$ cat src/gosfr_pkg.sv
package gosfr_pkg;

	// ----------------------------------------------------------------
	// register map
	// ----------------------------------------------------------------
	localparam int unsigned ADDR_W = 8;
	localparam int unsigned DATA_W = 8;
	localparam logic [7:0] SECONDARY_STATUS_ADDR = 8'h40;
	localparam logic [7:0] SECONDARY_FAULT_LATCH_ADDR = 8'h41;
	localparam logic [7:0] PIN_THREE_CONTROL_ADDR = 8'h42;
	localparam logic [7:0] DATA_ZERO = 8'h00;

	// ----------------------------------------------------------------
	// secondary status bit positions
	// ----------------------------------------------------------------
	localparam int unsigned STAT_PIN_ONE = 6;
	localparam int unsigned STAT_PIN_TWO = 5;
	localparam int unsigned STAT_PIN_THREE = 4;
	localparam int unsigned STAT_ADC_BUSY = 3;
	localparam int unsigned STAT_ENERGY_OVF = 2;
	localparam int unsigned STAT_CHARGE_OVF = 1;
	localparam int unsigned STAT_TIME_OVF = 0;
	localparam logic [7:0] STATUS_RESET = 8'h00;

	// ----------------------------------------------------------------
	// secondary fault bit positions and reset value
	// ----------------------------------------------------------------
	localparam int unsigned FAULT_RSVD = 7;
	localparam int unsigned FAULT_PIN_ONE = 6;
	localparam int unsigned FAULT_PIN_TWO = 5;
	localparam int unsigned FAULT_PIN_THREE = 4;
	localparam int unsigned FAULT_WAKE = 3;
	localparam int unsigned FAULT_ENERGY = 2;
	localparam int unsigned FAULT_CHARGE = 1;
	localparam int unsigned FAULT_TIME = 0;
	localparam int unsigned FAULT_CELLS = 7;
	localparam logic FAULT_RSVD_VAL = 1'b1;
	localparam logic FAULT_CELL_RESET = 1'b0;

	// ----------------------------------------------------------------
	// pin three control bits
	// ----------------------------------------------------------------
	localparam int unsigned CTRL_ALERT_GEN = 7;
	localparam int unsigned CTRL_PULL_DOWN = 6;
	localparam logic [5:0] CTRL_RSVD_VAL = 6'h00;
	localparam logic CTRL_BIT_RESET = 1'b0;

	// ----------------------------------------------------------------
	// pin configuration field positions and mode codes
	// ----------------------------------------------------------------
	localparam int unsigned CFG_PIN_ONE_LSB = 6;
	localparam int unsigned CFG_PIN_TWO_LSB = 4;
	localparam int unsigned CFG_PIN_THREE_LSB = 2;

	typedef enum logic [1:0] {
		PIN_MODE_SPECIAL = 2'h0,	// acc input (pin two) or alert output (pin three)
		PIN_MODE_OUTPUT = 2'h1,
		PIN_MODE_IN_LOW = 2'h2,
		PIN_MODE_IN_HIGH = 2'h3
	} gosfr_pin_mode_t;

endpackage

$ cat src/gosfr_pin_decode.sv
module gosfr_pin_decode #(
	parameter bit HAS_ACC = 1'b0	// code 00 reports the raw level
) (
	input wire logic [1:0] mode,	// pin configuration field
	input wire logic pin_level,	// pin level, synchronous
	output logic state,	// state flag value
	output logic active	// input at its active level
);

	// ----------------------------------------------------------------
	// polarity adjustment
	// ----------------------------------------------------------------
	wire logic in_low = (mode == gosfr_pkg::PIN_MODE_IN_LOW);
	wire logic in_high = (mode == gosfr_pkg::PIN_MODE_IN_HIGH);
	wire logic in_acc = HAS_ACC && (mode == gosfr_pkg::PIN_MODE_SPECIAL);

	// output modes read back as zero
	assign active = (in_low & ~pin_level) | (in_high & pin_level);
	assign state = active | (in_acc & pin_level);

endmodule

$ cat src/gosfr_fault_bit.sv
module gosfr_fault_bit #(
	parameter bit RESET_VAL = 1'b0	// value after reset
) (
	input wire logic core_clk,	// system clock
	input wire logic rst,	// synchronous reset, active high
	input wire logic set_in,	// hardware set condition
	input wire logic wr_en,	// host writes this register
	input wire logic wr_bit,	// written value of this bit
	output logic q_ff	// latched fault
);

	// ----------------------------------------------------------------
	// sticky latch
	// ----------------------------------------------------------------
	// write 0 clears
	// set beats a same-cycle clear so no event is lost
	wire logic nxt_q = set_in | (q_ff & ~(wr_en & ~wr_bit));

	always_ff @(posedge core_clk) begin
		if (rst) begin
			q_ff <= RESET_VAL;
		end else begin
			q_ff <= nxt_q;
		end
	end

	property p_set_wins;
		@(posedge core_clk) disable iff (rst) set_in |=> q_ff;
	endproperty
	a_set_wins: assert property (p_set_wins) else $error("fault set lost");

endmodule

$ cat src/gosfr_regs.sv
// Notes on behaviour
// - pin one state follows active-polarity input
// - pin two reports acc level or activity
// - pin three state follows active-polarity input
// - flag shows converter busy in snapshot
// - energy overflow status is live
// - charge overflow status is live
// - time counter overflow status is live
// - pin faults latch at active input level
// - stuck-bus wake sets fault when enabled
// - energy overflow latches a fault
// - charge overflow latches a fault
// - time counter overflow latches a fault
// - alert output pulls low while generated
// - alert bit set by alert or write
// - host writes 0 to clear alert
// - alert bit ignored unless alert output
// - pull-down bit drives pin as output
// - pull-down bit ignored in other modes
// - code 00 alert, 01 general output
// - pin two code 00 is acc input
module gosfr_regs (
	input wire logic core_clk,	// system clock, 100 MHz
	input wire logic rst,	// synchronous reset, active high
	input wire logic [7:0] reg_addr,	// register offset
	input wire logic reg_wr,	// write strobe, one cycle
	input wire logic reg_rd,	// read strobe, one cycle
	input wire logic [7:0] reg_wdata,	// write data
	output logic [7:0] reg_rdata_ff,	// read data, cycle after strobe
	input wire logic [7:0] pin_config_field,	// pin configuration register
	input wire logic pin_one_in,	// pin one level
	input wire logic pin_two_in,	// pin two level
	input wire logic pin_three_in,	// pin three level
	input wire logic adc_snapshot_busy,	// converter busy in snapshot mode
	input wire logic energy_overflow,	// energy accumulator overflowed
	input wire logic charge_overflow,	// charge accumulator overflowed
	input wire logic time_overflow,	// time counter overflowed
	input wire logic stuck_bus_wake_enable,	// stuck-bus wake enable
	input wire logic stuck_bus_wake_evt,	// left shutdown on timer, pulse
	input wire logic alert_evt,	// alert raised, pulse
	output logic pin_three_out_ff,	// pin three output level, always low
	output logic pin_three_oe_ff,	// pin three pull-down enable
	output logic alert_generated_ff	// alert generated bit
);

	// ----------------------------------------------------------------
	// address decode
	// ----------------------------------------------------------------
	wire logic sel_status = (reg_addr == gosfr_pkg::SECONDARY_STATUS_ADDR);
	wire logic sel_fault = (reg_addr == gosfr_pkg::SECONDARY_FAULT_LATCH_ADDR);
	wire logic sel_ctrl = (reg_addr == gosfr_pkg::PIN_THREE_CONTROL_ADDR);
	wire logic wr_fault = reg_wr & sel_fault;
	wire logic wr_ctrl = reg_wr & sel_ctrl;

	// configuration fields of the three pins
	wire logic [1:0] cfg_one = pin_config_field[gosfr_pkg::CFG_PIN_ONE_LSB +: 2];
	wire logic [1:0] cfg_two = pin_config_field[gosfr_pkg::CFG_PIN_TWO_LSB +: 2];
	wire logic [1:0] cfg_three = pin_config_field[gosfr_pkg::CFG_PIN_THREE_LSB +: 2];

	// ----------------------------------------------------------------
	// pin state decode
	// ----------------------------------------------------------------
	logic one_state;
	logic one_active;
	logic two_state;
	logic two_active;
	logic three_state;
	logic three_active;

	gosfr_pin_decode #(.HAS_ACC(1'b0)) u_dec_one (
		.mode(cfg_one),
		.pin_level(pin_one_in),
		.state(one_state),
		.active(one_active)
	);

	gosfr_pin_decode #(.HAS_ACC(1'b1)) u_dec_two (
		.mode(cfg_two),
		.pin_level(pin_two_in),
		.state(two_state),
		.active(two_active)
	);

	gosfr_pin_decode #(.HAS_ACC(1'b0)) u_dec_three (
		.mode(cfg_three),
		.pin_level(pin_three_in),
		.state(three_state),
		.active(three_active)
	);

	// ----------------------------------------------------------------
	// live status
	// ----------------------------------------------------------------
	// refreshed every cycle, reserved bit zero
	wire logic [7:0] nxt_status = {1'b0, one_state, two_state, three_state,
		adc_snapshot_busy, energy_overflow, charge_overflow, time_overflow};
	logic [7:0] status_ff;

	always_ff @(posedge core_clk) begin
		if (rst) begin
			status_ff <= gosfr_pkg::STATUS_RESET;
		end else begin
			status_ff <= nxt_status;
		end
	end

	// ----------------------------------------------------------------
	// latched faults
	// ----------------------------------------------------------------
	// set sources
	// overflow levels re-set a cleared fault while the overflow persists
	wire logic wake_fault = stuck_bus_wake_evt & stuck_bus_wake_enable;
	wire logic [6:0] fault_set = {one_active, two_active, three_active,
		wake_fault, energy_overflow, charge_overflow, time_overflow};
	logic [6:0] fault_q;

	genvar gi;
	generate
		for (gi = 0; gi < gosfr_pkg::FAULT_CELLS; gi++) begin : g_fault
			gosfr_fault_bit #(.RESET_VAL(gosfr_pkg::FAULT_CELL_RESET)) u_cell (
				.core_clk(core_clk),
				.rst(rst),
				.set_in(fault_set[gi]),
				.wr_en(wr_fault),
				.wr_bit(reg_wdata[gi]),
				.q_ff(fault_q[gi])
			);
		end
	endgenerate

	// ----------------------------------------------------------------
	// pin three control
	// ----------------------------------------------------------------
	// set wins over a same-cycle clear
	logic pull_down_ff;
	wire logic nxt_alert_gen = alert_evt |
		(wr_ctrl ? reg_wdata[gosfr_pkg::CTRL_ALERT_GEN] : alert_generated_ff);
	wire logic nxt_pull_down = wr_ctrl ? reg_wdata[gosfr_pkg::CTRL_PULL_DOWN] : pull_down_ff;

	wire logic nxt_oe =
		((cfg_three == gosfr_pkg::PIN_MODE_SPECIAL) & alert_generated_ff) |
		((cfg_three == gosfr_pkg::PIN_MODE_OUTPUT) & pull_down_ff);

	always_ff @(posedge core_clk) begin
		if (rst) begin
			alert_generated_ff <= gosfr_pkg::CTRL_BIT_RESET;
			pull_down_ff <= gosfr_pkg::CTRL_BIT_RESET;
			pin_three_oe_ff <= 1'b0;
			pin_three_out_ff <= 1'b0;
		end else begin
			alert_generated_ff <= nxt_alert_gen;
			pull_down_ff <= nxt_pull_down;
			pin_three_oe_ff <= nxt_oe;
			pin_three_out_ff <= 1'b0;	// open drain: only ever pulls low
		end
	end

	// ----------------------------------------------------------------
	// read path
	// ----------------------------------------------------------------
	// reserved control bits read zero
	wire logic [7:0] fault_word = {gosfr_pkg::FAULT_RSVD_VAL, fault_q};
	wire logic [7:0] ctrl_word = {alert_generated_ff, pull_down_ff, gosfr_pkg::CTRL_RSVD_VAL};
	wire logic [7:0] rd_mux = sel_status ? status_ff :
		sel_fault ? fault_word :
		sel_ctrl ? ctrl_word : gosfr_pkg::DATA_ZERO;

	// unmapped reads and idle cycles return zero
	always_ff @(posedge core_clk) begin
		if (rst) begin
			reg_rdata_ff <= gosfr_pkg::DATA_ZERO;
		end else begin
			reg_rdata_ff <= reg_rd ? rd_mux : gosfr_pkg::DATA_ZERO;
		end
	end

	// ----------------------------------------------------------------
	// checks
	// ----------------------------------------------------------------
	// pin one flag
	property p_pin_one;
		@(posedge core_clk) disable iff (rst)
		(cfg_one == gosfr_pkg::PIN_MODE_IN_HIGH) |=> status_ff[6] == $past(pin_one_in);
	endproperty
	a_pin_one: assert property (p_pin_one) else $error("pin one flag wrong");

	property p_pin_two;
		@(posedge core_clk) disable iff (rst)
		(cfg_two == gosfr_pkg::PIN_MODE_SPECIAL) |=> status_ff[5] == $past(pin_two_in);
	endproperty
	a_pin_two: assert property (p_pin_two) else $error("acc level flag wrong");

	property p_pin_three;
		@(posedge core_clk) disable iff (rst)
		(cfg_three == gosfr_pkg::PIN_MODE_IN_LOW) && !pin_three_in |=> status_ff[4];
	endproperty
	a_pin_three: assert property (p_pin_three) else $error("pin three flag wrong");

	property p_live;
		@(posedge core_clk) disable iff (rst)
		1'b1 |=> status_ff[3:2] == $past({adc_snapshot_busy, energy_overflow});
	endproperty
	a_live: assert property (p_live) else $error("status not live");

	property p_wake;
		@(posedge core_clk) disable iff (rst)
		stuck_bus_wake_evt && stuck_bus_wake_enable |=> fault_q[3];
	endproperty
	a_wake: assert property (p_wake) else $error("wake fault not set");

	property p_hold;
		@(posedge core_clk) disable iff (rst)
		fault_q[2] && !(wr_fault && !reg_wdata[2]) |=> fault_q[2];
	endproperty
	a_hold: assert property (p_hold) else $error("fault dropped");

	property p_clear;
		@(posedge core_clk) disable iff (rst)
		wr_ctrl && !reg_wdata[gosfr_pkg::CTRL_ALERT_GEN] && !alert_evt |=> !alert_generated_ff;
	endproperty
	a_clear: assert property (p_clear) else $error("alert not cleared");

	property p_alert_drive;
		@(posedge core_clk) disable iff (rst)
		alert_evt && (cfg_three == gosfr_pkg::PIN_MODE_SPECIAL) ##1
		(cfg_three == gosfr_pkg::PIN_MODE_SPECIAL) |=> pin_three_oe_ff;
	endproperty
	a_alert_drive: assert property (p_alert_drive) else $error("alert not driven");

	property p_no_drive;
		@(posedge core_clk) disable iff (rst)
		cfg_three[1] |=> !pin_three_oe_ff;
	endproperty
	a_no_drive: assert property (p_no_drive) else $error("input pin driven");

	property p_gpo;
		@(posedge core_clk) disable iff (rst)
		(cfg_three == gosfr_pkg::PIN_MODE_OUTPUT) |=> pin_three_oe_ff == $past(pull_down_ff);
	endproperty
	a_gpo: assert property (p_gpo) else $error("output bit ignored");

	property p_rsvd;
		@(posedge core_clk) disable iff (rst)
		reg_rd && sel_ctrl |=> reg_rdata_ff[5:0] == 6'h00;
	endproperty
	a_rsvd: assert property (p_rsvd) else $error("reserved bits set");

	property p_pin_one_low;
		@(posedge core_clk) disable iff (rst)
		(cfg_one == gosfr_pkg::PIN_MODE_IN_LOW) |=>
		status_ff[gosfr_pkg::STAT_PIN_ONE] == !$past(pin_one_in);
	endproperty
	a_pin_one_low: assert property (p_pin_one_low) else $error("pin one low flag wrong");

	property p_pin_two_pol;
		@(posedge core_clk) disable iff (rst)
		cfg_two[1] |=>
		status_ff[gosfr_pkg::STAT_PIN_TWO] == ($past(pin_two_in) == $past(cfg_two[0]));
	endproperty
	a_pin_two_pol: assert property (p_pin_two_pol) else $error("pin two activity wrong");

	property p_live_cnt;
		@(posedge core_clk) disable iff (rst)
		1'b1 |=> status_ff[gosfr_pkg::STAT_CHARGE_OVF] == $past(charge_overflow) &&
		status_ff[gosfr_pkg::STAT_TIME_OVF] == $past(time_overflow);
	endproperty
	a_live_cnt: assert property (p_live_cnt) else $error("counter status not live");

	property p_ovf_fault;
		@(posedge core_clk) disable iff (rst)
		energy_overflow || charge_overflow || time_overflow |=>
		(fault_q[gosfr_pkg::FAULT_ENERGY] || !$past(energy_overflow)) &&
		(fault_q[gosfr_pkg::FAULT_CHARGE] || !$past(charge_overflow)) &&
		(fault_q[gosfr_pkg::FAULT_TIME] || !$past(time_overflow));
	endproperty
	a_ovf_fault: assert property (p_ovf_fault) else $error("overflow lost");

	property p_pin_fault;
		@(posedge core_clk) disable iff (rst)
		cfg_two[1] && (pin_two_in == cfg_two[0]) |=> fault_q[gosfr_pkg::FAULT_PIN_TWO];
	endproperty
	a_pin_fault: assert property (p_pin_fault) else $error("pin fault not latched");

	property p_alert_set;
		@(posedge core_clk) disable iff (rst)
		alert_evt || (wr_ctrl && reg_wdata[gosfr_pkg::CTRL_ALERT_GEN]) |=> alert_generated_ff;
	endproperty
	a_alert_set: assert property (p_alert_set) else $error("alert bit not set");

	property p_release;
		@(posedge core_clk) disable iff (rst)
		(cfg_three == gosfr_pkg::PIN_MODE_SPECIAL) && !alert_generated_ff |=> !pin_three_oe_ff;
	endproperty
	a_release: assert property (p_release) else $error("alert pin not released");

	property p_fault_clear;
		@(posedge core_clk) disable iff (rst)
		wr_fault && !reg_wdata[gosfr_pkg::FAULT_WAKE] && !wake_fault |=>
		!fault_q[gosfr_pkg::FAULT_WAKE];
	endproperty
	a_fault_clear: assert property (p_fault_clear) else $error("fault not cleared");

	property p_rd_idle;
		@(posedge core_clk) disable iff (rst)
		!reg_rd |=> reg_rdata_ff == gosfr_pkg::DATA_ZERO;
	endproperty
	a_rd_idle: assert property (p_rd_idle) else $error("read data not idle");

endmodule

$ cat config.mk
export PLATFORM = sky130hd
export DESIGN_NAME = gosfr_regs
export DESIGN_NICKNAME = d
export VERILOG_FILES = /design/src/gosfr_pkg.sv /design/src/gosfr_pin_decode.sv /design/src/gosfr_fault_bit.sv /design/src/gosfr_regs.sv
export SDC_FILE = /design/constraint.sdc
export NUM_CORES = 1
export LEC_CHECK = 0
export ABC_AREA = 0
export BUFFER_PORTS_ARGS = -buffer_cell sky130_fd_sc_hd__buf_2
export CORE_ASPECT_RATIO = 0.6
export CORE_MARGIN = 5
export CORE_UTILIZATION = 46
export CTS_BUF_LIST = sky130_fd_sc_hd__clkbuf_8
export CTS_CLUSTER_DIAMETER = 150
export DETAILED_ROUTE_END_ITERATION = 12
export GPL_ROUTABILITY_DRIVEN = 0
export PLACE_DENSITY_LB_ADDON = 0.25
export SETUP_SLACK_MARGIN = 0.4
export SKIP_CTS_REPAIR_TIMING = 1
export SLEW_MARGIN = 25
export SYNTH_ARGS = -nofsm -noshare
export SYNTH_HDL_FRONTEND = slang
export SYNTH_SLANG_ARGS = --single-unit
$ cat constraint.sdc
create_clock -name core_clk -period 1.6 [get_ports core_clk]
set_input_delay 0.16 -clock core_clk [delete_from_list [all_inputs] [get_ports core_clk]]
set_output_delay 0.16 -clock core_clk [all_outputs]
set_load 0.02 [all_outputs]
Word-level counts from Yosys, hierarchy flattened

Index checks and enable logic that the tools add are counted.

Output and inout bits: 11
Register bits: 26

Reductions and logical operators: 3
Muxes and demuxes: 4
Equality and inequality tests: 10
Bitwise operators: 57

Operator list:

| cell                                                 | number |
|---|---|
| bitwise AND 1 bit                                    | 26 |
| equality test 8 x 7 -> 1 bit (second input constant) | 3 |
| two-way mux 8 bit                                    | 3 |
| NOT 1 bit                                            | 18 |
| OR 1 bit                                             | 13 |
| equality test 2 bit (second input constant)          | 6 |
| logical NOT 2 bit                                    | 2 |
| equality test 2 x 1 -> 1 bit (second input constant) | 1 |
| OR reduction 2 bit                                   | 1 |
| two-way mux 1 bit                                    | 1 |

Depth between registers and ports, before layout

Gate-level depths: netlist of run 1.

Depth after elaboration: 6
Mapped depth: 4
Gate-level depth less buffers: 3

By module

A second synthesis of run 1 with hierarchy kept.

Cell total of the unflattened synthesis: 105
Area total of the unflattened synthesis: 1102.3 um^2

Modules (own cells, without submodules):

| module                            | times used | cells an instance | seq. area each (um^2) | area an instance (um^2) |
|---|---|---|---|---|
| gosfr_regs                        | 1          | 67                | 360.3                 | 703.2 |
| gosfr_fault_bit                   | 7          | 4                 | 20.0                  | 46.3 |
| gosfr_pin_decode at u_dec_one ... | 2          | 3                 | 0.0                   | 22.5 |
| gosfr_pin_decode at u_dec_two     | 1          | 4                 | 0.0                   | 30.0 |

Worst setup path before layout of run 1

OpenSTA, ideal clock, no wires.

Path type: input port to flip-flop
Start: in reg_addr[5]
End: reg reg_rdata_ff[0]
Slack: 0.145 ns
Buffers on the path: 1
Setup time: 0.064 ns
Arrival: 1.391 ns
Stages on the path: 4
Required time: 1.536 ns
Cell sequence: or4_4 or4_1 buf_2 nor2_1

Word-level cells in the longest chain between the ends: 3

Ends and longest elaborated chain:

| item                         | line              | RTL |
|---|---|---|
| start, declared              | gosfr_regs.sv:25  | `input wire logic [7:0] reg_addr,` |
| equality test 8 x 7 -> 1 bit | gosfr_regs.sv:50  | `wire logic sel_fault = (reg_addr == gosfr_pkg::SECONDARY_FAULT_LATCH_ADDR);` |
| two-way mux 8 bit            | gosfr_regs.sv:165 | `sel_fault ? fault_word :` |
| two-way mux 8 bit (*)        | gosfr_regs.sv:164 | `wire logic [7:0] rd_mux = sel_status ? status_ff :` |
| end signal, assigned         | gosfr_regs.sv:171 | `reg_rdata_ff <= gosfr_pkg::DATA_ZERO;` |
| end signal, assigned         | gosfr_regs.sv:173 | `reg_rdata_ff <= reg_rd ? rd_mux : gosfr_pkg::DATA_ZERO;` |
| end, declared                | gosfr_regs.sv:29  | `output logic [7:0] reg_rdata_ff,` |

Mark *: on every way between the ends. The rest lies on a longest branch, timed or not.
A chain may end at the register's enable or synchronous reset.

Worst setup path in the final report of run 1

Start: in reg_addr[2]
End: reg reg_rdata_ff[4]

The elaborated chain is that of the path after synthesis.

==> results by group, run 1 <==
Clock tree
  • Clock latency reported for the late side of the worst-skew pair: 0.26 ns
  • CTS clk-pin slew, worst paths: 0.07 ns
  • Max Buffers Root-to-Sink: 2
  • Clock tree from TritonCTS: yes
  • Clock tree sinks: 25
  • Root buf cell: clkbuf_8
  • Maximum level of the CTS H-tree: 1
  • Number of CTS-inserted buffers: 3

Cells and area
  • Relative area change from synthesis to final layout: 35.8%
  • Fraction of layout cells with a size suffix above 1: 0.411
  • Number of antenna diodes: 0
  • Final nets: 190
  • Util after Layout: 0.640
  • Fillcell total: 183
  • Post-Layout Cell Count: 181

Die
  • Die Area: 3230 um2
  • Count of boundary I/O pins: 49
  • Core box area: 2110 um2
  • Chip height: 46.0 um
  • Width of the chip: 70.1 um
  • Initial Utilization: 0.471
  • Floorplan row count: 13

Setup path
  • Reg2Reg Launch Point: pull_down_ff
  • End of the worst register-to-register path: reg_rdata_ff[6]
  • Critical Path Source: reg_addr[2]
  • WS Path Type: in -> reg
  • Path depth of the worst reg2reg path: 3
  • Type of origin of the critical path: input port
  • Reg-to-reg setup timing slack: a little over 0.7 ns
  • Arrival time at the worst endpoint: between 1 and 1.5 ns
  • Crit path capture type: flop
  • Data required time at the worst endpoint: 1.80 ns
  • Endpoint of the worst setup timing path: reg_rdata_ff[4]
  • Critical Path Fanout Max: 6

Logic synthesis
  • Fraction of synthesis flops using an asynchronous set or reset pin: 0
  • Net count of the mapped netlist: 141
  • Most used flip-flop cell after synthesis: dfxtp_1
  • Cells after synthesis: a little over 100
  • Simple-gate portion of the synthesized area: 0.235
  • YS warnings: 0
  • Post-synth EDFFs: 0
  • Area of the mapped netlist: approximately 1000 um2
  • Synth Area in Compound Gates: 0.106
  • Post-synthesis average cell area: ~9.7 um2
  • Portion of the post-synthesis area used by sequential elements: 0.503
  • FF+latch count, synth: 25
  • Multiplexer area fraction after synthesis: 0.0905
  • Largest family of logic cells by synthesized area: simple AND/OR/NAND/NOR gates
  • Synth cell types: 28
  • Post-synthesis share of cell area spent on xor and xnor gates: 0.0352
  • Share of synthesized cell area in full adder, half adder and majority cells: 0

STA
  • Period utilisation layout: 0.745
  • RSZ-0062 raised after global routing: no
  • Hold Violations, Final: 0
  • Setup Viol. Count Final: 0
  • Achievable Freq: around 840 MHz
  • Final critical-path required period: ~1.2 ns
  • Max-slew violation count: 0
  • Clock skew after layout: 0.00711 ns

Routing
  • Number of nets with antenna violations after detailed routing: 0
  • Wire length per cell: 13.2 um
  • Number of detailed-route iterations in the first pass: 4
  • Average via count per standard cell: 5.03
  • Routed via count: 910
  • Number of design rule violations left after detail routing: 0
  • Drt initial violations: 48
  • Total detailed-routing wirelength: between 2000 and 2500 um

Global routing
  • Number of antenna violations at the first check in global routing: 0
  • First-pass GRT wire length: approximately 3700 um
  • Via count of the first global-routing pass: 853
  • Largest net degree at the start of global routing: 15
  • Overflow left after global routing: 0
  • Total routing resource utilization after global routing: 0.155

Hold path
  • Cell depth of the worst hold path: 2
  • Worst hold path class: in -> reg

Place
  • PortBufs: 45
  • Placed cell count: 177
  • HPWL Detailed: 1940 um

Power
  • Total power: 0.00117 W
  • Total power per unit cell area: between 800 and 900 nW/um2
  • Static Leak: 0.626 nW
  • Peak supply drop: 655 uV

Status
  • Outcome: completed

Run
  • Max-cap violations: 0
-- logic make-up (layout without fill, tap and decap cells) --
logic type	after synthesis	after routing
mux	9	9
flops	25	25
other cells	1	1
buf+inv	5	53
compound gates	16	16
xor+xnor	4	4
simple gates	43	43
-- worst max-delay path, cell delays in order --
cell and delay, ns:
buf_6 0.09, or4_4 0.54, or4_4 0.49, nor2_1 0.11
-- stage by stage --
stage / instance area, um2 / hold slack (ns) / TNS, ns / setup WS, ns
global route: 1350 / 0.0728 / 0 / 0.392
detailed placement: 1260 / 0.341 / -0.130 / -0.0465
floorplan: 996 / 0.232 / 0 / 0.145
CTS: 1300 / 0.0631 / 0 / 0.235
global placement: 1260 / 0.337 / 0 / 0.00162
finish: 1350 / 0.0708 / 0 / 0.408
-- state kept, by name, indices dropped and copies added (netlist names) --
register and cells:
reg_rdata_ff 8, pull_down_ff 1, alert_generated_ff 1, status_ff 7
g_fault.u_cell.q_ff 7, pin_three_oe_ff 1
-- cell type report --
type                            count  area, um2  share of cell area
Multi-Input combinational cell     73        507               0.375
Sequential cell                    25        500               0.370
Timing Repair Buffer               48        258               0.191
Clock buffer                        3       41.3              0.0305
Tap cell                           30       37.5              0.0278
Clock inverter                      1       5.00             0.00370
Inverter                            1       3.75             0.00278
-- placed cells by master (no fill, tap or decap), drive strengths merged, types with 2 or more instances in the layout --
master	n
a211oi	5
a21oi	7
and3	2
buf	48
clkbuf	3
dfxtp	25
mux2i	9
nand2	5
nor2	15
nor2b	6
nor3	4
nor4	2
o21bai	2
or2b	2
or4	2
xnor2	4
-- how the worst min path moves through the flow --
stage | endpoint | slack (ns) | startpoint
after floorplan | status_ff[0] | 0.23 | rst
final | pin_three_oe_ff | 0.07 | pin_config_field[3]
after global placement | pin_three_oe_ff | 0.34 | pin_config_field[3]
after detailed placement | pin_three_oe_ff | 0.34 | pin_config_field[3]
after CTS | pin_three_oe_ff | 0.06 | pin_config_field[3]
after global routing | pin_three_oe_ff | 0.07 | pin_config_field[3]
-- cells in the mapped netlist, types with 2 or more instances --
library cell / instances / area share
dfxtp_1: 25 / 0.50
nor2_1: 15 / 0.057
mux2i_1: 9 / 0.090
a21oi_1: 7 / 0.035
nor2b_1: 6 / 0.038
a211oi_1: 5 / 0.038
nand2_1: 5 / 0.019
nor3_1: 4 / 0.020
xnor2_1: 4 / 0.035
and3_1: 2 / 0.013
buf_4: 2 / 0.015
nor4_1: 2 / 0.013
o21bai_1: 2 / 0.015
-- power breakdown --
part	internal [W]	leakage (nW)	switching, W	total, W
clock network	0.000174	0.0255	0.000177	0.000350
registers	0.000649	0.205	0.0000121	0.000661
logic	0.0000797	0.396	0.0000774	0.000157
total	0.000902	0.626	0.000266	0.00117
-- layer usage --
layer / global-route usage / wire, um
met1: 0.179 / 1020
met3: 0.0683 / 210
met2: 0.257 / 1120
met5: 0 / 0
met4: 0.0687 / 28
Note: power is estimated with default switching activity, not from simulation.
==> run 2: changes to the inputs <==
Settings changed: CORE_UTILIZATION 46 to 42.
Clock period 1.6 ns to 1 ns, I/O delays scaled along.
==> results by group, run 2 (synthesized netlist as in run 1, its figures left out) <==
Status
  • Failing checks: setup timing
  • Outcome: finished with violations

Die
  • Core box area: ~2200 um2
  • Count of boundary I/O pins: 49
  • Floorplan row count: 13
  • Chip height: 47.7 um
  • Die Area: 3480 um2
  • Initial Utilization: 0.450
  • Width of the chip: 72.9 um

Clock tree
  • Clock latency reported for the late side of the worst-skew pair: between 0.2 and 0.3 ns
  • Clock tree sinks: 25
  • Max Buffers Root-to-Sink: 2
  • CTS clk-pin slew, worst paths: 0.08 ns
  • Root buf cell: clkbuf_8
  • Maximum level of the CTS H-tree: 1
  • Clock tree from TritonCTS: yes
  • Number of CTS-inserted buffers: 3

Run
  • Max-cap violations: 0

Power
  • Share of power burned in the clock network: 0.289
  • Internal power: 0.00148 W
  • Net Switching: 0.000466 W
  • Peak supply drop: 934 uV
  • Switching part of the total: 0.239
  • Total power: 0.00195 W
  • Static Leak: 0.711 nW
  • Total power per unit cell area: 1220 nW/um2
  • Reg power frac: 0.544
  • Logic pwr share: 0.167

Setup path
  • Crit path capture type: flop
  • WS Path Type: in -> reg
  • Critical Path Fanout Max: 6
  • Arrival time at the worst endpoint: 1.34 ns
  • End of the worst register-to-register path: reg_rdata_ff[6]
  • Endpoint of the worst setup timing path: reg_rdata_ff[2]
  • Reg2Reg Launch Point: pull_down_ff
  • Path depth of the worst reg2reg path: 3
  • Data required time at the worst endpoint: 1.20 ns
  • Critical Path Source: reg_addr[2]
  • Reg-to-reg setup timing slack: 0.15 ns
  • Type of origin of the critical path: input port

Global routing
  • Number of antenna violations at the first check in global routing: 0
  • First-pass GRT wire length: 4110 um
  • Largest net degree at the start of global routing: 14
  • Total routing resource utilization after global routing: 0.161
  • Via count of the first global-routing pass: 939
  • Overflow left after global routing: 0

Cells and area
  • Number of antenna diodes: 0
  • Top library cells by usage in the layout, fill and taps aside: buf_2, buf_6, dfxtp_1
  • Final nets: 200
  • Largest registers: reg_rdata_ff (8), g_fault.u_cell.q_ff (7), status_ff (7)
  • Util after Layout: 0.722
  • Relative area change from synthesis to final layout: 60.3%
  • Fraction of layout cells with a size suffix above 1: 0.559
  • Number of flip-flops under the largest register name: 8
  • Register ranked first by flip-flop count: reg_rdata_ff
  • Leading cell type in the layout, fill and taps excluded: buf_2
  • Fin area: 1600 um2
  • Post-Layout Cell Count: ~190

Place
  • HPWL Detailed: 2070 um
  • Placed cell count: 185
  • Setup Slack @ Placement: -0.581 ns
  • Cell Area, Placed: 1330 um2
  • PortBufs: 45

STA
  • Crit path setup slack, layout: -0.143 ns
  • Final critical-path required period: 1.14 ns
  • Period utilisation layout: 1.14
  • Setup Viol. Count Final: 14
  • Clock skew after layout: 0.00239 ns
  • Max-slew violation count: 0
  • Hold Violations, Final: 0
  • Achievable Freq: 875 MHz
  • RSZ-0062 raised after global routing: yes

Routing
  • Number of detailed-route iterations in the first pass: 4
  • Drt initial violations: 14
  • Wire length per cell: 14.9 um
  • Routed via count: between 900 and 1k
  • Number of design rule violations left after detail routing: 0
  • Average via count per standard cell: 5.02
  • Number of nets with antenna violations after detailed routing: 0
  • Total detailed-routing wirelength: 2840 um

Hold path
  • Worst hold path class: in -> reg
  • Cell depth of the worst hold path: 2
[run 2: changes by cell type in the layout (fill, tap and decap cells not counted), sizes merged]
cell    before  now
clkinv       1    0
inv          1    2
buf         48   58
[run 2: worst max-delay path, cell delays in order]
cell and delay, ns:
buf_6 0.09, or4_4 0.54, or4_4 0.51, nor2_1 0.11
[run 2: through the flow]
stage	hold slack, ns	setup TNS (ns)
6_report	0.00911	-1.53
5_1_grt	0.0155	-1.83
4_1_cts	0.00169	-3.12
3_5_place_dp	0.283	-7.06
3_3_place_gp	0.287	-6.52
2_1_floorplan	0.172	-3.93
[run 2: area by class of cell]
| type | count | area [um2] |
|---|---|---|
| Fill cell | 158 | 616 |
| Multi-Input combinational cell | 73 | 582 |
| Sequential cell | 25 | 512 |
| Timing Repair Buffer | 58 | 417 |
| Clock buffer | 3 | 41.3 |
| Tap cell | 30 | 37.5 |
| Clock inverter | 1 | 3.75 |
| Inverter | 1 | 3.75 |
[run 2: worst min-delay path by stage]
stage / to / start
finish: pin_three_oe_ff / pin_config_field[3]
floorplan: status_ff[0] / rst
CTS: pin_three_oe_ff / pin_config_field[3]
global route: pin_three_oe_ff / pin_config_field[3]
global placement: pin_three_oe_ff / pin_config_field[3]
detailed placement: pin_three_oe_ff / pin_config_field[3]
[run 2: power by group through the flow]
stage               registers [W]  clock network [W]  logic (W)
finish                    0.00106           0.000564   0.000325
global route              0.00106           0.000611   0.000354
CTS                       0.00106           0.000569   0.000270
detailed placement        0.00108                  0   0.000268
global placement          0.00108                  0   0.000260
floorplan                 0.00108                  0   0.000129
[run 2: metal layers]
| layer | routed length, um | up-vias | global-route usage | part of all wire |
|---|---|---|---|---|
| met5 | 0 | - | 0 | 0 |
| met4 | 34 | 0 | 0.0662 | 0.012 |
| met3 | 175 | 4 | 0.0440 | 0.062 |
| met2 | 1410 | 28 | 0.276 | 0.49 |
| met1 | 1220 | 450 | 0.199 | 0.43 |
| li1 | - | 476 | - | - |
==> run 3: changes to the inputs <==
==> constraint.sdc (replaced) <==
create_clock -name core_clk -period 1 [get_ports core_clk]
set_input_delay 0.1 -clock core_clk [delete_from_list [all_inputs] [get_ports core_clk]]
set_output_delay 0.1 -clock core_clk [all_outputs]
set_load 0.005 [all_outputs]
==> results by group, run 3 (synthesized netlist as in run 1, its figures left out) <==
Status
  • Outcome: finished with violations
  • Failing checks: setup timing

Power
  • Total power per unit cell area: 1260 nW/um2
  • Net Switching: around 0.00046 W
  • Logic pwr share: 0.163
  • Peak supply drop: ~940 uV
  • Switching part of the total: 0.236
  • Static Leak: between 0.7 and 0.8 nW
  • Internal power: 0.00148 W
  • Reg power frac: 0.546
  • Share of power burned in the clock network: 0.291

Setup path
  • Arrival time at the worst endpoint: roughly 1.3 ns
  • Type of origin of the critical path: input port
  • Critical Path Fanout Max: 6
  • Reg-to-reg setup timing slack: 0.15 ns
  • Crit path capture type: flop
  • Data required time at the worst endpoint: 1.20 ns
  • WS Path Type: in -> reg

Clock tree
  • Clock tree sinks: 25
  • Max Buffers Root-to-Sink: 2
  • Clock tree from TritonCTS: yes
  • Clock latency reported for the late side of the worst-skew pair: 0.26 ns
  • CTS clk-pin slew, worst paths: around 0.080 ns
  • Maximum level of the CTS H-tree: 1
  • Root buf cell: clkbuf_8
  • Number of CTS-inserted buffers: 3

Cells and area
  • Final nets: 200
  • Fin area: roughly 1500 um2
  • Register ranked first by flip-flop count: reg_rdata_ff
  • Number of antenna diodes: 0
  • Relative area change from synthesis to final layout: 54.8%
  • Leading cell type in the layout, fill and taps excluded: buf_2
  • Top library cells by usage in the layout, fill and taps aside: buf_2, dfxtp_1, nor2_1
  • Largest registers: reg_rdata_ff (8), g_fault.u_cell.q_ff (7), status_ff (7)
  • Number of flip-flops under the largest register name: 8
  • Fraction of layout cells with a size suffix above 1: 0.534

Die
  • Initial Utilization: 0.450
  • Core box area: 2210 um2
  • Floorplan row count: 13
  • Chip height: 47.7 um
  • Width of the chip: 72.9 um
  • Count of boundary I/O pins: 49
  • Die Area: 3480 um2

Global routing
  • Number of antenna violations at the first check in global routing: 0
  • Largest net degree at the start of global routing: 14
  • Total routing resource utilization after global routing: 0.161
  • First-pass GRT wire length: 4110 um
  • Via count of the first global-routing pass: approximately 940
  • Overflow left after global routing: 0

Routing
  • Total detailed-routing wirelength: 2810 um
  • Wire length per cell: 14.7 um
  • Drt initial violations: 31
  • Number of design rule violations left after detail routing: 0
  • Average via count per standard cell: 5.12
  • Number of nets with antenna violations after detailed routing: 0
  • Routed via count: 978
  • Number of detailed-route iterations in the first pass: 4

Place
  • HPWL Detailed: 2070 um
  • PortBufs: 45
  • Cell Area, Placed: 1330 um2

STA
  • RSZ-0062 raised after global routing: yes
  • Final-layout worst hold slack: 0.00922 ns
  • Final critical-path required period: 1.14 ns
  • Setup Viol. Count Final: 14
  • Max-slew violation count: 0
  • Clock skew after layout: 0.00289 ns
  • Hold Violations, Final: 0
  • Period utilisation layout: 1.14
  • Achievable Freq: a little under 900 MHz
  • Crit path setup slack, layout: -0.141 ns

Hold path
  • Worst hold path class: in -> reg

Run
  • Max-cap violations: 0
==> run 3: cell counts in the layout (fill, tap and decap cells not counted) <==
No cell type changed its count.
==> run 3: worst max-delay path, stage by stage <==
cell	delay [ns]
buf_6	0.09
or4_4	0.54
or4_4	0.51
nor2_2	0.11
==> run 3: power by group through the flow <==
stage / sequential, W / clock, W / combinational (W)
2_1_floorplan: 0.00108 / 0 / 0.000126
3_3_place_gp: 0.00108 / 0 / 0.000252
3_5_place_dp: 0.00108 / 0 / 0.000261
4_1_cts: 0.00106 / 0.000569 / 0.000263
5_1_grt: 0.00106 / 0.000612 / 0.000346
6_report: 0.00106 / 0.000564 / 0.000316
==> run 3: final timing paths <==
path                          startpoint                     end  cells past startpoint
setup / recovery             reg_addr[2]         reg_rdata_ff[3]                      4
hold reg to reg   g_fault[4].u_cell.q_ff  g_fault[4].u_cell.q_ff                      2
setup reg to reg            pull_down_ff         reg_rdata_ff[6]                      3
hold / removal       pin_config_field[3]         pin_three_oe_ff                      2
==> run 3: layer usage <==
layer,share of wire,vias to the layer above,routed length (um),global-route usage
met1,0.42,454,1170,0.199
li1,-,476,-,-
met3,0.078,4,220,0.0440
met5,0,-,0,0
met4,0.012,0,34,0.0662
met2,0.49,44,1380,0.276
==> run 3: through the flow <==
| stage | worst slack (ns) | power, W | utilization | std cells | TNS (ns) |
|---|---|---|---|---|---|
| final | -0.141 | 0.00194 | 0.697 | 191 | -1.52 |
| after global routing | -0.156 | 0.00202 | 0.697 | 191 | -1.81 |
| after CTS | -0.309 | 0.00189 | 0.623 | 189 | -3.12 |
| after detailed placement | -0.581 | 0.00134 | 0.603 | 185 | -7.06 |
| after global placement | -0.535 | 0.00133 | 0.603 | 185 | -6.52 |
| after floorplan | -0.395 | 0.00120 | - | 103 | -3.93 |
==> run 3: final cells by class <==
type	instances	area, um2
Tap cell	30	37.5
Multi-Input combinational cell	73	582
Clock inverter	1	3.75
Sequential cell	25	507
Clock buffer	3	41.3
Fill cell	162	671
Timing Repair Buffer	58	367
Inverter	1	3.75
